--- src/verilog/pss_pkg.sv ---
// constants and types for the phy status summary block
// assumes a 32-bit ahb-lite slave window decoded on haddr[11:0]
package pss_pkg;
  localparam int ADDR_W = 12;
  localparam logic [11:0] SUMMARY_OFS = 12'h010;
  localparam logic [11:0] IRQ_STAT_OFS = 12'h020;
  localparam logic [11:0] IRQ_MASK_OFS = 12'h024;
  localparam logic [11:0] CTRL_OFS = 12'h028;
  //////////////////////////////////////////////////////////////////////
  // summary field positions
  localparam int BIT_RSVD = 15;
  localparam int BIT_XOVER = 14;
  localparam int BIT_RXERR = 13;
  localparam int BIT_POL = 12;
  localparam int BIT_FCAR = 11;
  localparam int BIT_SIGDET = 10;
  localparam int BIT_LOCK = 9;
  localparam int BIT_PAGE = 8;
  localparam int BIT_INTP = 7;
  localparam int BIT_RFAULT = 6;
  localparam int BIT_JAB = 5;
  localparam int BIT_ANEG = 4;
  localparam logic [15:0] SUMMARY_RESET = 16'h0000;
  //////////////////////////////////////////////////////////////////////
  // interrupt status and mask layout
  localparam int IRQ_W = 5;
  localparam int IRQ_RXERR = 0;
  localparam int IRQ_FCAR = 1;
  localparam int IRQ_RFAULT = 2;
  localparam int IRQ_SIGLOSS = 3;
  localparam int IRQ_LOCKLOSS = 4;
  localparam logic [4:0] IRQ_STAT_RESET = 5'h00;
  localparam logic [4:0] IRQ_MASK_RESET = 5'h00;
  // control: bit 0 qualifies signal detect with descrambler lock
  localparam int CTRL_QUAL_BIT = 0;
  localparam logic CTRL_QUAL_RESET = 1'b0;
  typedef enum {PH_IDLE, PH_READ, PH_WRITE} pss_phase_t;
endpackage : pss_pkg

--- src/verilog/pss_irq_if.sv ---
// interface between the summary core and its interrupt unit
// assumes both ends run on the same core clock
`timescale 1ns/1ps
`default_nettype none
interface pss_irq_if;
  logic [4:0] evt;
  logic wr_status;
  logic wr_mask;
  logic [4:0] wdata;
  logic [4:0] status;
  logic [4:0] mask;
  logic irq;
  modport core (output evt, output wr_status, output wr_mask, output wdata,
                input status, input mask, input irq);
  modport blk (input evt, input wr_status, input wr_mask, input wdata,
               output status, output mask, output irq);
endinterface : pss_irq_if
`default_nettype wire

--- src/verilog/pss_latch.sv ---
// vector of latch-high or latch-low status bits
// assumes clr is a one-cycle pulse from a register read
`timescale 1ns/1ps
`default_nettype none
module pss_latch #(
  parameter int W = 1,
  parameter bit LOW = 1'b0
) (
  input wire logic core_clk,
  input wire logic nrst,
  input wire logic [W-1:0] din,
  input wire logic [W-1:0] clr,
  output logic [W-1:0] q
);
  // high: event sets, read clears, set wins over clear
  wire [W-1:0] next_high = din | (q & ~clr);
  // low: any drop sticks until a read re-arms to the live level
  wire [W-1:0] next_low = din & (q | clr);
  wire [W-1:0] next_q = LOW ? next_low : next_high;
  always_ff @(posedge core_clk) begin
    if (!nrst) begin
      q <= '0;
    end else begin
      q <= next_q;
    end
  end
endmodule : pss_latch
`default_nettype wire

--- src/verilog/pss_irq.sv ---
// sticky interrupt status with write-one-to-clear and a mask
// assumes writes arrive as one-cycle strobes with data
`timescale 1ns/1ps
`default_nettype none
module pss_irq (
  input wire logic core_clk,
  input wire logic nrst,
  pss_irq_if.blk bus
);
  wire [4:0] clr_bits = bus.wr_status ? bus.wdata : 5'h00;
  // a new event in the clearing cycle survives
  wire [4:0] next_status = (bus.status & ~clr_bits) | bus.evt;
  wire [4:0] next_mask = bus.wr_mask ? bus.wdata : bus.mask;
  always_ff @(posedge core_clk) begin
    if (!nrst) begin
      bus.status <= pss_pkg::IRQ_STAT_RESET;
      bus.mask <= pss_pkg::IRQ_MASK_RESET;
    end else begin
      bus.status <= next_status;
      bus.mask <= next_mask;
    end
  end
  assign bus.irq = |(bus.status & bus.mask);
endmodule : pss_irq
`default_nettype wire

--- src/verilog/pss_summary.sv ---
// phy status summary register bank, upper bits, on ahb-lite
// assumes source flags and clear pulses are synchronous to core_clk
//
// The AHB-Lite interface to the registers was left to the implementer.
`timescale 1ns/1ps
`default_nettype none
// What this block does
// bit 15 always reads zero; writes to the summary are ignored.
// crossover bit follows force, or live swap when auto enabled.
// receive error latch sets on error, clears on error counter read.
// polarity bit mirrors ten-base status bit 4, not cleared here.
// false carrier latch sets on event, clears on counter read.
// signal detect latches low; optionally qualified by descrambler lock.
// descrambler lock bit latches low until the summary is read.
// page received mirrors expansion flag; summary read never clears it.
// interrupt pending bit reads one while any interrupt is pending.
// remote fault sticks until basic status read or reset.
// jabber mirrors basic status jabber flag, untouched by summary read.
// autoneg complete reads one once negotiation has finished.
// all bits zero after reset; summary read changes no mirrored bit.
module pss_summary (
  input wire logic core_clk,
  input wire logic nrst,
  input wire logic hsel,
  input wire logic [31:0] haddr,
  input wire logic [1:0] htrans,
  input wire logic hwrite,
  input wire logic [2:0] hsize,
  input wire logic [31:0] hwdata,
  input wire logic hready,
  output logic hreadyout,
  output logic [31:0] hrdata,
  output logic hresp,
  input wire logic crossover_auto_enable,
  input wire logic crossover_force,
  input wire logic crossover_swapped,
  input wire logic rx_error_event,
  input wire logic rx_error_count_rd,
  input wire logic tenbase_polarity_inverted,
  input wire logic false_carrier_event,
  input wire logic false_carrier_count_rd,
  input wire logic signal_detect_raw,
  input wire logic descrambler_lock,
  input wire logic page_received_flag,
  input wire logic interrupt_pending,
  input wire logic remote_fault_event,
  input wire logic basic_mode_status_rd,
  input wire logic jabber_detect_flag,
  input wire logic autoneg_complete,
  output logic irq
);
  //////////////////////////////////////////////////////////////////////
  // address decode helper
  function automatic logic pss_hit(input logic [11:0] a,
                                   input logic [11:0] ofs);
    pss_hit = (a == ofs);
  endfunction : pss_hit

  pss_pkg::pss_phase_t phase;
  logic [11:0] addr_q;
  logic qual_ctrl;
  logic xover_q;
  logic pol_q;
  logic page_q;
  logic intp_q;
  logic jab_q;
  logic aneg_q;
  logic det_prev;
  logic lock_prev;
  logic [2:0] high_q;
  logic [1:0] low_q;
  logic [15:0] summary;

  pss_irq_if irq_bus ();

  //////////////////////////////////////////////////////////////////////
  // bus slave: zero wait states, always okay
  assign hreadyout = 1'b1;
  assign hresp = 1'b0;

  wire take = hsel & htrans[1] & hready;
  wire [11:0] a_ofs = haddr[11:0];
  wire a_sum = pss_hit(a_ofs, pss_pkg::SUMMARY_OFS);
  wire a_stat = pss_hit(a_ofs, pss_pkg::IRQ_STAT_OFS);
  wire a_mask = pss_hit(a_ofs, pss_pkg::IRQ_MASK_OFS);
  wire a_ctrl = pss_hit(a_ofs, pss_pkg::CTRL_OFS);
  wire sum_rd = take & ~hwrite & a_sum;

  wire wr_now = (phase == pss_pkg::PH_WRITE);
  wire w_stat = wr_now & pss_hit(addr_q, pss_pkg::IRQ_STAT_OFS);
  wire w_mask = wr_now & pss_hit(addr_q, pss_pkg::IRQ_MASK_OFS);
  wire w_ctrl = wr_now & pss_hit(addr_q, pss_pkg::CTRL_OFS);

  wire [31:0] rd_word = a_sum ? {16'h0000, summary} :
                        a_stat ? {27'h0000000, irq_bus.status} :
                        a_mask ? {27'h0000000, irq_bus.mask} :
                        a_ctrl ? {31'h00000000, qual_ctrl} :
                        32'h00000000;

  // read data is sampled at the address edge, so it shows the
  // state of that cycle, not of the data phase
  always_ff @(posedge core_clk) begin
    if (!nrst) begin
      phase <= pss_pkg::PH_IDLE;
      addr_q <= 12'h000;
      hrdata <= 32'h00000000;
    end else begin
      case (phase)
        default: begin
          if (take) begin
            phase <= hwrite ? pss_pkg::PH_WRITE : pss_pkg::PH_READ;
          end else begin
            phase <= pss_pkg::PH_IDLE;
          end
        end
      endcase
      if (take) begin
        addr_q <= a_ofs;
      end
      if (take & ~hwrite) begin
        hrdata <= rd_word;
      end
    end
  end

  //////////////////////////////////////////////////////////////////////
  // control register; summary offset has no write path
  wire next_qual = w_ctrl ? hwdata[pss_pkg::CTRL_QUAL_BIT] : qual_ctrl;
  always_ff @(posedge core_clk) begin
    if (!nrst) begin
      qual_ctrl <= pss_pkg::CTRL_QUAL_RESET;
    end else begin
      qual_ctrl <= next_qual;
    end
  end

  //////////////////////////////////////////////////////////////////////
  // mirrored bits, one cycle behind their sources
  wire next_xover = crossover_force | (crossover_auto_enable & crossover_swapped);
  always_ff @(posedge core_clk) begin
    if (!nrst) begin
      xover_q <= 1'b0;
      pol_q <= 1'b0;
      page_q <= 1'b0;
      intp_q <= 1'b0;
      jab_q <= 1'b0;
      aneg_q <= 1'b0;
    end else begin
      xover_q <= next_xover;
      pol_q <= tenbase_polarity_inverted;
      page_q <= page_received_flag;
      intp_q <= interrupt_pending;
      jab_q <= jabber_detect_flag;
      aneg_q <= autoneg_complete;
    end
  end

  //////////////////////////////////////////////////////////////////////
  // sticky bits
  wire det_qual = qual_ctrl ? (signal_detect_raw & descrambler_lock) : signal_detect_raw;


  pss_latch #(.W(3), .LOW(1'b0)) u_high (
    .core_clk(core_clk),
    .nrst(nrst),
    .din({remote_fault_event, false_carrier_event, rx_error_event}),
    .clr({basic_mode_status_rd, false_carrier_count_rd, rx_error_count_rd}),
    .q(high_q)
  );

  // latch-low bits re-arm only on a summary read
  pss_latch #(.W(2), .LOW(1'b1)) u_low (
    .core_clk(core_clk),
    .nrst(nrst),
    .din({descrambler_lock, det_qual}),
    .clr({sum_rd, sum_rd}),
    .q(low_q)
  );

  assign summary = {1'b0, xover_q, high_q[0], pol_q, high_q[1], low_q[0],
                    low_q[1], page_q, intp_q, high_q[2], jab_q, aneg_q,
                    4'h0};

  //////////////////////////////////////////////////////////////////////
  // interrupt events
  always_ff @(posedge core_clk) begin
    if (!nrst) begin
      det_prev <= 1'b0;
      lock_prev <= 1'b0;
    end else begin
      det_prev <= det_qual;
      lock_prev <= descrambler_lock;
    end
  end

  assign irq_bus.evt = {lock_prev & ~descrambler_lock, det_prev & ~det_qual,
                        remote_fault_event, false_carrier_event, rx_error_event};
  assign irq_bus.wr_status = w_stat;
  assign irq_bus.wr_mask = w_mask;
  assign irq_bus.wdata = hwdata[4:0];

  pss_irq u_irq (
    .core_clk(core_clk),
    .nrst(nrst),
    .bus(irq_bus)
  );

  assign irq = irq_bus.irq;
endmodule : pss_summary
`default_nettype wire

--- config.mk ---
export PLATFORM = sky130hd
export DESIGN_NAME = pss_summary
export DESIGN_NICKNAME = d
export VERILOG_FILES = /design/src/verilog/pss_pkg.sv /design/src/verilog/pss_irq_if.sv /design/src/verilog/pss_latch.sv /design/src/verilog/pss_irq.sv /design/src/verilog/pss_summary.sv
export SDC_FILE = /design/constraint.sdc
export NUM_CORES = 1
export LEC_CHECK = 0
export BUFFER_PORTS_ARGS = -buffer_cell sky130_fd_sc_hd__buf_2
export CAP_MARGIN = 15
export CORE_MARGIN = 10
export CORE_UTILIZATION = 40
export CTS_CLUSTER_SIZE = 12
export DETAILED_ROUTE_END_ITERATION = 10
export PLACE_DENSITY = 0.83
export SLEW_MARGIN = 40
export SYNTH_ARGS = -nofsm -noshare
export SYNTH_HDL_FRONTEND = slang
export SYNTH_SLANG_ARGS = --single-unit
--- constraint.sdc ---
create_clock -name core_clk -period 2.1 [get_ports core_clk]
set_input_delay 0.42 -clock core_clk [delete_from_list [all_inputs] [get_ports core_clk]]
set_output_delay 0.42 -clock core_clk [all_outputs]
set_load 0.01 [all_outputs]
==> qor.csv, run 1 <==
metric;value;unit
viasPerCell;4.88;
synth_top_flop_cell;dfxtp_1;
cts_made_buffers;5;
min_from;hwdata[2];
holdCritPathClass;input pin to flop;
cts_setup_buffers;0;
rows;26;
drt-initial-drc-count;171;
fin_setup_tns;0;ns
synth_edf_count;0;
wl_met2;2.61;mm
cts.sinks;53;
cp_max_fo;5;
synth_top_family_by_area;simple AND/OR/NAND/NOR gates;
min_to;u_irq.bus.status[2];
first_pass_iters;4;
crit_path_cell_trace;nor4_1 -> nand4_1 -> mux2i_1 -> nor2_1;
critPathKind;flop to flop;
insertion_delay;0.31;ns
syn_area;0.00213;mm^2
async_flop_share;0;
drive_gt1_frac;0.253;
diodes;0;
start_util;0.415;
via_count;1751;
critical_path.top_delay_family;simple AND/OR/NAND/NOR gates;
top_layer_used;met4;
grtUsageTotal;0.115;
wl;5.15;mm
hold-path-cell-count;2;
drt-met1-wl;2.03;mm
synth-simple-area-share;0.205;
clock-root-buffer;clkbuf_8;
finalCritPeriodShare;0.807;
fin_skew;0.00965;ns
max_slew.worst_pin.slew;0.514;ns
cts_hold_buf;0;
ys_seq_elements;53;
synthTopCellsByCount;dfxtp_1 (53), nand2_1 (33), a21oi_1 (19), buf_4 (19);
maxCapViolCount;0;
ant_nets;0;
dp_hpwl;4.07;mm
grt_pass1_wl;8.18;mm
cp.depth;4;
cp_slowest_cell;nor4_1;
peakVddDrop;0.000268;V
fin_crit;1.69;ns
fillers;495;
area.growth.synth_to_final;19.5;%
r2r_slack;0.41;ns
power.density;747;mW/mm^2
power.leakage;1.18;nW
synth_top_area_share;0.497;
end_kind;flop;
clock_tree.buffer_depth;2;
synth-adder-area-share;0;
tritoncts;built;
die_y;93.0;um
synth_compound_area_frac;0.175;
synth_top_area_cell;dfxtp_1;
grt_start_max_net_pins;19;
drcViolationCount;0;
slew_headroom;0.654;
num-nets-final;378;
r2r_start;addr_q[7];
synth_cells;230;
wl_per_cell;14.3;um
crit_required;2.30;ns
synth.most_common_cell;dfxtp_1;
synth-xor-area-share;0;
dieWidth;93.0;um
io_buffers;54;
grt_pass1_vias;1708;
die_area;0.00865;mm^2
synth.distinct_cells;38;
synth.avg_cell_area;9.28;um^2
htree_levels;2;
wl_met3;401;um
clk_transition_reported_paths;0.10;ns
critPathMaxStageDelay;0.49;ns
timing.rr.end;u_irq.bus.mask[4];
cts_resized;0;
gp_congestion;0.781;
critical_path_buf_inv_count;0;
yosys_warnings;0;
core;0.00514;mm^2
setup_viol;0;
rsz0062_at_grt;no;
outcome;completed;
startpoint_type;flop;
synth_area_leaders;dfxtp_1 (50%), buf_4 (6.7%), nand2_1 (5.8%);
r2r_cells;4;
synth.yosys.seq_area_share;0.497;
fmax;590;MHz
cp_data_arrival_time;1.89;ns
hold_viol_final;0;
holdWs;0.299;ns
crit_start;addr_q[7];
grt_antenna_before_repair;0;
grt.overflow.total;0;
muxShareOfSynthArea;0.0282;
io_pins;125;
report.final.slew_viol_count;0;
flip-flops by register name, indices dropped and copies added (netlist names):
register / count
qual_ctrl: 1
lock_prev: 1
hrdata: 15
jab_q: 1
addr_q: 12
u_high.q: 3
u_irq.bus.status: 5
aneg_q: 1
det_prev: 1
xover_q: 1
u_irq.bus.mask: 5
page_q: 1
intp_q: 1
u_low.q: 2
pol_q: 1
phase: 2
cells in the final DEF (no fill, tap or decap), types with 3 or more instances in the layout:
| master | count |
|---|---|
| inv_1 | 5 |
| mux2i_1 | 6 |
| and2_1 | 6 |
| nand2_1 | 33 |
| conb_1 | 19 |
| nor2b_1 | 4 |
| dfxtp_1 | 53 |
| clkbuf_8 | 5 |
| nand2b_1 | 5 |
| nor2_1 | 12 |
| a31oi_1 | 3 |
| a21oi_1 | 19 |
| buf_2 | 54 |
| o21ai_0 | 13 |
| a22o_1 | 13 |
| buf_4 | 6 |
worst max path at each step:
stage                                    to  slack, ns
final                     u_irq.bus.mask[4]       0.41
after floorplan                  hrdata[10]       0.53
after global routing      u_irq.bus.mask[3]       0.18
after global placement            hrdata[1]       0.27
after detailed placement          hrdata[3]       0.25
after CTS                               irq       0.42
cell families after synthesis:
family,count (synthesis)
buf+inv,32
flops,53
simple gates,79
mux,6
other cells,2
compound gates,58
final cells by class:
type / count / area [um^2] / share of cell area
clock buffer: 5 / 68.8 / 0.0270
clock inverter: 3 / 50.0 / 0.0196
inverter: 6 / 22.5 / 0.00884
multi-input combinational: 162 / 943 / 0.370
sequential: 53 / 1060 / 0.416
tap: 70 / 87.6 / 0.0344
timing repair buffer: 60 / 315 / 0.124
report_power, final:
part           total (mW)  switching (mW)  internal (mW)
Combinational       0.156          0.0953         0.0605
Sequential           1.04          0.0132           1.03
Clock               0.704           0.339          0.365
per-layer routing:
layer / up-vias / global-route usage
met5: - / 0
met1: 811 / 0.124
met2: 52 / 0.195
met3: 9 / 0.0440
met4: 0 / 0.0591
li1: 879 / -
metrics by stage:
stage                     total power [mW]  instance area (um^2)  worst slack, ns  instances   util
final                                 1.90                  2550            0.406        359  0.496
after global routing                  1.99                  2550            0.176        359  0.496
after CTS                             1.92                  2550            0.418        359  0.496
after detailed placement              1.22                  2430            0.254        351  0.473
after global placement                1.21                  2430            0.272        351  0.473
after floorplan                       1.17                  2200            0.529        247      -
(Power assumes the default switching activity.)
==> inputs of run 2 (changes only) <==
ABC_AREA = 1   (was unset)
PLACE_DENSITY = 0.82   (was 0.83)
clock period = 1.7 ns   (was 2.1 ns; I/O delays follow)
==> qor.csv, run 2 <==
metric;value;unit;change
fin_crit;1.57;ns;
mostFrequentLayoutCell;nand2_1;;
synth_compound_area_frac;0.150;;-0.0257
p_switching;555;uW;+24%
async_flop_share;0;;unchanged
grtUsageTotal;0.111;;-0.00427
ys_seq_elements;53;;unchanged
viasPerCell;4.49;;-7.9%
switching_share;0.252;;+0.0174
largest_reg_flops;15;;unchanged
io_buffers;54;;unchanged
combinationalPowerShare;0.093;;+0.011
synth_area_leaders;dfxtp_1 (45%), nand2_1 (11%), a21oi_1 (8.5%);;
grt_start_max_net_pins;26;;+7
synth-simple-area-share;0.230;;+0.0249
dp_hpwl;4.23;mm;+4.0%
drive_gt1_frac;0.209;;-0.0432
via_count;2039;;+16%
path_common_cell;o21ai_1;;
design_area;0.00272;mm^2;+6.8%
gp_congestion;0.842;;+7.8%
maxCapViolCount;0;;unchanged
start_util;0.419;;+0.00374
wl;5.32;mm;+3.3%
die_area;0.00934;mm^2;+7.9%
cts_made_buffers;5;;unchanged
cp_slowest_cell;dfxtp_1;;
diodes;0;;unchanged
core;0.00561;mm^2;+9.1%
critPathMaxStageDelay;0.34;ns;-0.15 ns
outcome;completed;;
top_layer_used;met4;;
yosys_warnings;0;;unchanged
muxShareOfSynthArea;0;;-0.0282
slew_headroom;0.640;;-0.0143
hold_viol_final;0;;unchanged
cp_max_fo;3;;-2
finalCritPeriodShare;0.922;;
io_pins;125;;unchanged
peakVddDrop;0.000492;V;+84%
max_slew.worst_pin.slew;0.537;ns;+0.0228 ns
end_kind;output pin;;
p_clk_frac;0.319;;-0.051
ant_nets;0;;unchanged
critPathKind;flop to output pin;;
holdCritPathClass;input pin to flop;;
synth.most_common_cell;nand2_1;;
synth.distinct_cells;24;;-37%
placed_area;0.00262;mm^2;+7.9%
wl_per_cell;11.7;um;-18%
synth.yosys.seq_area_share;0.452;;-0.0456
power.density;808;mW/mm^2;+8.2%
drcViolationCount;0;;unchanged
grt_pass1_wl;8.85;mm;+8.2%
wl_met3;261;um;-35%
clock-root-buffer;clkbuf_8;;
synth.avg_cell_area;7.23;um^2;-22%
tritoncts;built;;
synth_top_family_by_area;simple AND/OR/NAND/NOR gates;;
fin_setup_tns;0;ns;unchanged
synth_top_area_share;0.452;;-0.0456
power.share.sequential;0.589;;+0.041
synth_edf_count;0;;unchanged
utilization;0.485;;-0.0106
num-nets-final;471;;+25%
intPower;1.64;mW;+13%
clock_tree.buffer_depth;2;;unchanged
grt_pass1_vias;1941;;+14%
most-common-layout-cells;nand2_1 (69), buf_2 (54), inv_1 (52), dfxtp_1 (52), a21oi_1 (40);;
synth-xor-area-share;0;;unchanged
crit_required;1.36;ns;-0.94 ns
syn_area;0.00235;mm^2;+10%
cts.sinks;53;;unchanged
cp_data_arrival_time;1.23;ns;-0.66 ns
die_y;96.6;um;+3.9%
fmax;638;MHz;
reg_top3;hrdata: 15 flops, addr_q: 12 flops;;
grt.overflow.total;0;;unchanged
power.leakage;1.31;nW;+12%
drt-initial-drc-count;137;;-20%
clk_transition_reported_paths;0.10;ns;about the same
crit_path_cell_trace;nand2_1 -> o21ai_1 -> a221oi_1 -> o21ai_1 -> buf_2;;
wl_met2;2.67;mm;+2.5%
drt-met1-wl;2.25;mm;+11%
synth_cells;325;;+41%
rsz0062_at_grt;no;;
fillers;577;;+17%
synth_top_flop_cell;dfxtp_1;;
fin_skew;0.00860;ns;-0.00105 ns
first_pass_iters;4;;unchanged
insertion_delay;0.31;ns;about the same
report.final.slew_viol_count;0;;unchanged
htree_levels;2;;unchanged
regMostFlops;hrdata;;
synth_top_area_cell;dfxtp_1;;
area.growth.synth_to_final;15.9;%;
synthTopCellsByCount;nand2_1 (69), dfxtp_1 (53), inv_1 (52);;
startpoint_type;flop;;
synth-adder-area-share;0;;unchanged
setup_viol;0;;unchanged
rows;27;;+3.8%
dieWidth;96.6;um;+3.9%
grt_antenna_before_repair;0;;unchanged
-- run 2: changes by cell type in the layout (fill, tap and decap cells not counted), moves of 4 or more --
cell	change
nand2b_1	-5
inv_1	+47
and2_1	-6
nor2_1	+12
nand3_1	+12
o21ai_0	+5
nor2b_1	-4
o21ai_1	+6
mux2i_1	-6
a22o_1	-13
nand2_1	+36
a21oi_1	+21
-- run 2: cells by family (layout without fill, tap and decap cells) --
group                  count (synthesis)  after routing
buffers and inverters                 82            122
AOI/OAI and AO/OA                     68             68
and+or+nand+nor                      120            120
DFF                                   53             53
other                                  2             19
-- run 2: final timing paths --
| path | start | to | slack [ns] | cells after the start |
|---|---|---|---|---|
| max reg2reg | addr_q[9] | u_irq.bus.mask[1] | 0.39 | 7 |
| max | u_irq.bus.status[3] | irq | 0.13 | 5 |
| min reg2reg | addr_q[5] | addr_q[5] | 0.45 | 2 |
| min | interrupt_pending | intp_q | 0.21 | 3 |
-- run 2: metrics by stage --
stage / power (mW) / setup WS [ns] / hold slack (ns) / instances
finish: 2.20 / 0.132 / 0.210 / 454
CTS: 2.22 / 0.0704 / 0.201 / 453
detailed placement: 1.53 / 0.200 / 0.438 / 445
global placement: 1.52 / 0.247 / 0.429 / 445
global route: 2.30 / 0.00167 / 0.213 / 454
floorplan: 1.47 / 0.572 / 0.424 / 342
-- run 2: power groups by stage --
stage / sequential (mW) / combinational, mW / clock, mW
after global routing: 1.30 / 0.235 / 0.770
after global placement: 1.32 / 0.197 / 0
after detailed placement: 1.32 / 0.203 / 0
after CTS: 1.29 / 0.203 / 0.722
final: 1.30 / 0.204 / 0.701
after floorplan: 1.32 / 0.151 / 0
-- run 2: layer usage --
layer  global-route usage  vias to the layer above
li1                     -                     1081
met1                0.121                      890
met2                0.192                       56
met3               0.0334                       12
met4               0.0519                        0
met5                    0                        -
-- run 2: what timing repair did --
action                                  in CTS  in global routing
endpoints found under the setup margin       0                  1
endpoints found under the hold margin        0                  0
hold buffers                                 0                  0
setup buffers                                0                  1
resized for setup                            0                  3
-- run 2: area by class of cell --
type / instances / area [um^2] / area share
Timing Repair Buffer: 59 / 308 / 0.113
Sequential cell: 53 / 1060 / 0.390
Tap cell: 72 / 90.1 / 0.0331
Clock buffer: 5 / 68.8 / 0.0253
Clock inverter: 3 / 22.5 / 0.00828
Multi-Input combinational cell: 207 / 963 / 0.354
Inverter: 55 / 206 / 0.0759
-- run 2: critical path, delay by kind of cell, from the launching register on --
| family | cells | cell delay, ns |
|---|---|---|
| AOI/OAI and AO/OA | 3 | 0.36 |
| DFF | 1 | 0.34 |
| buffers and inverters | 1 | 0.15 |
| and+or+nand+nor | 1 | 0.06 |
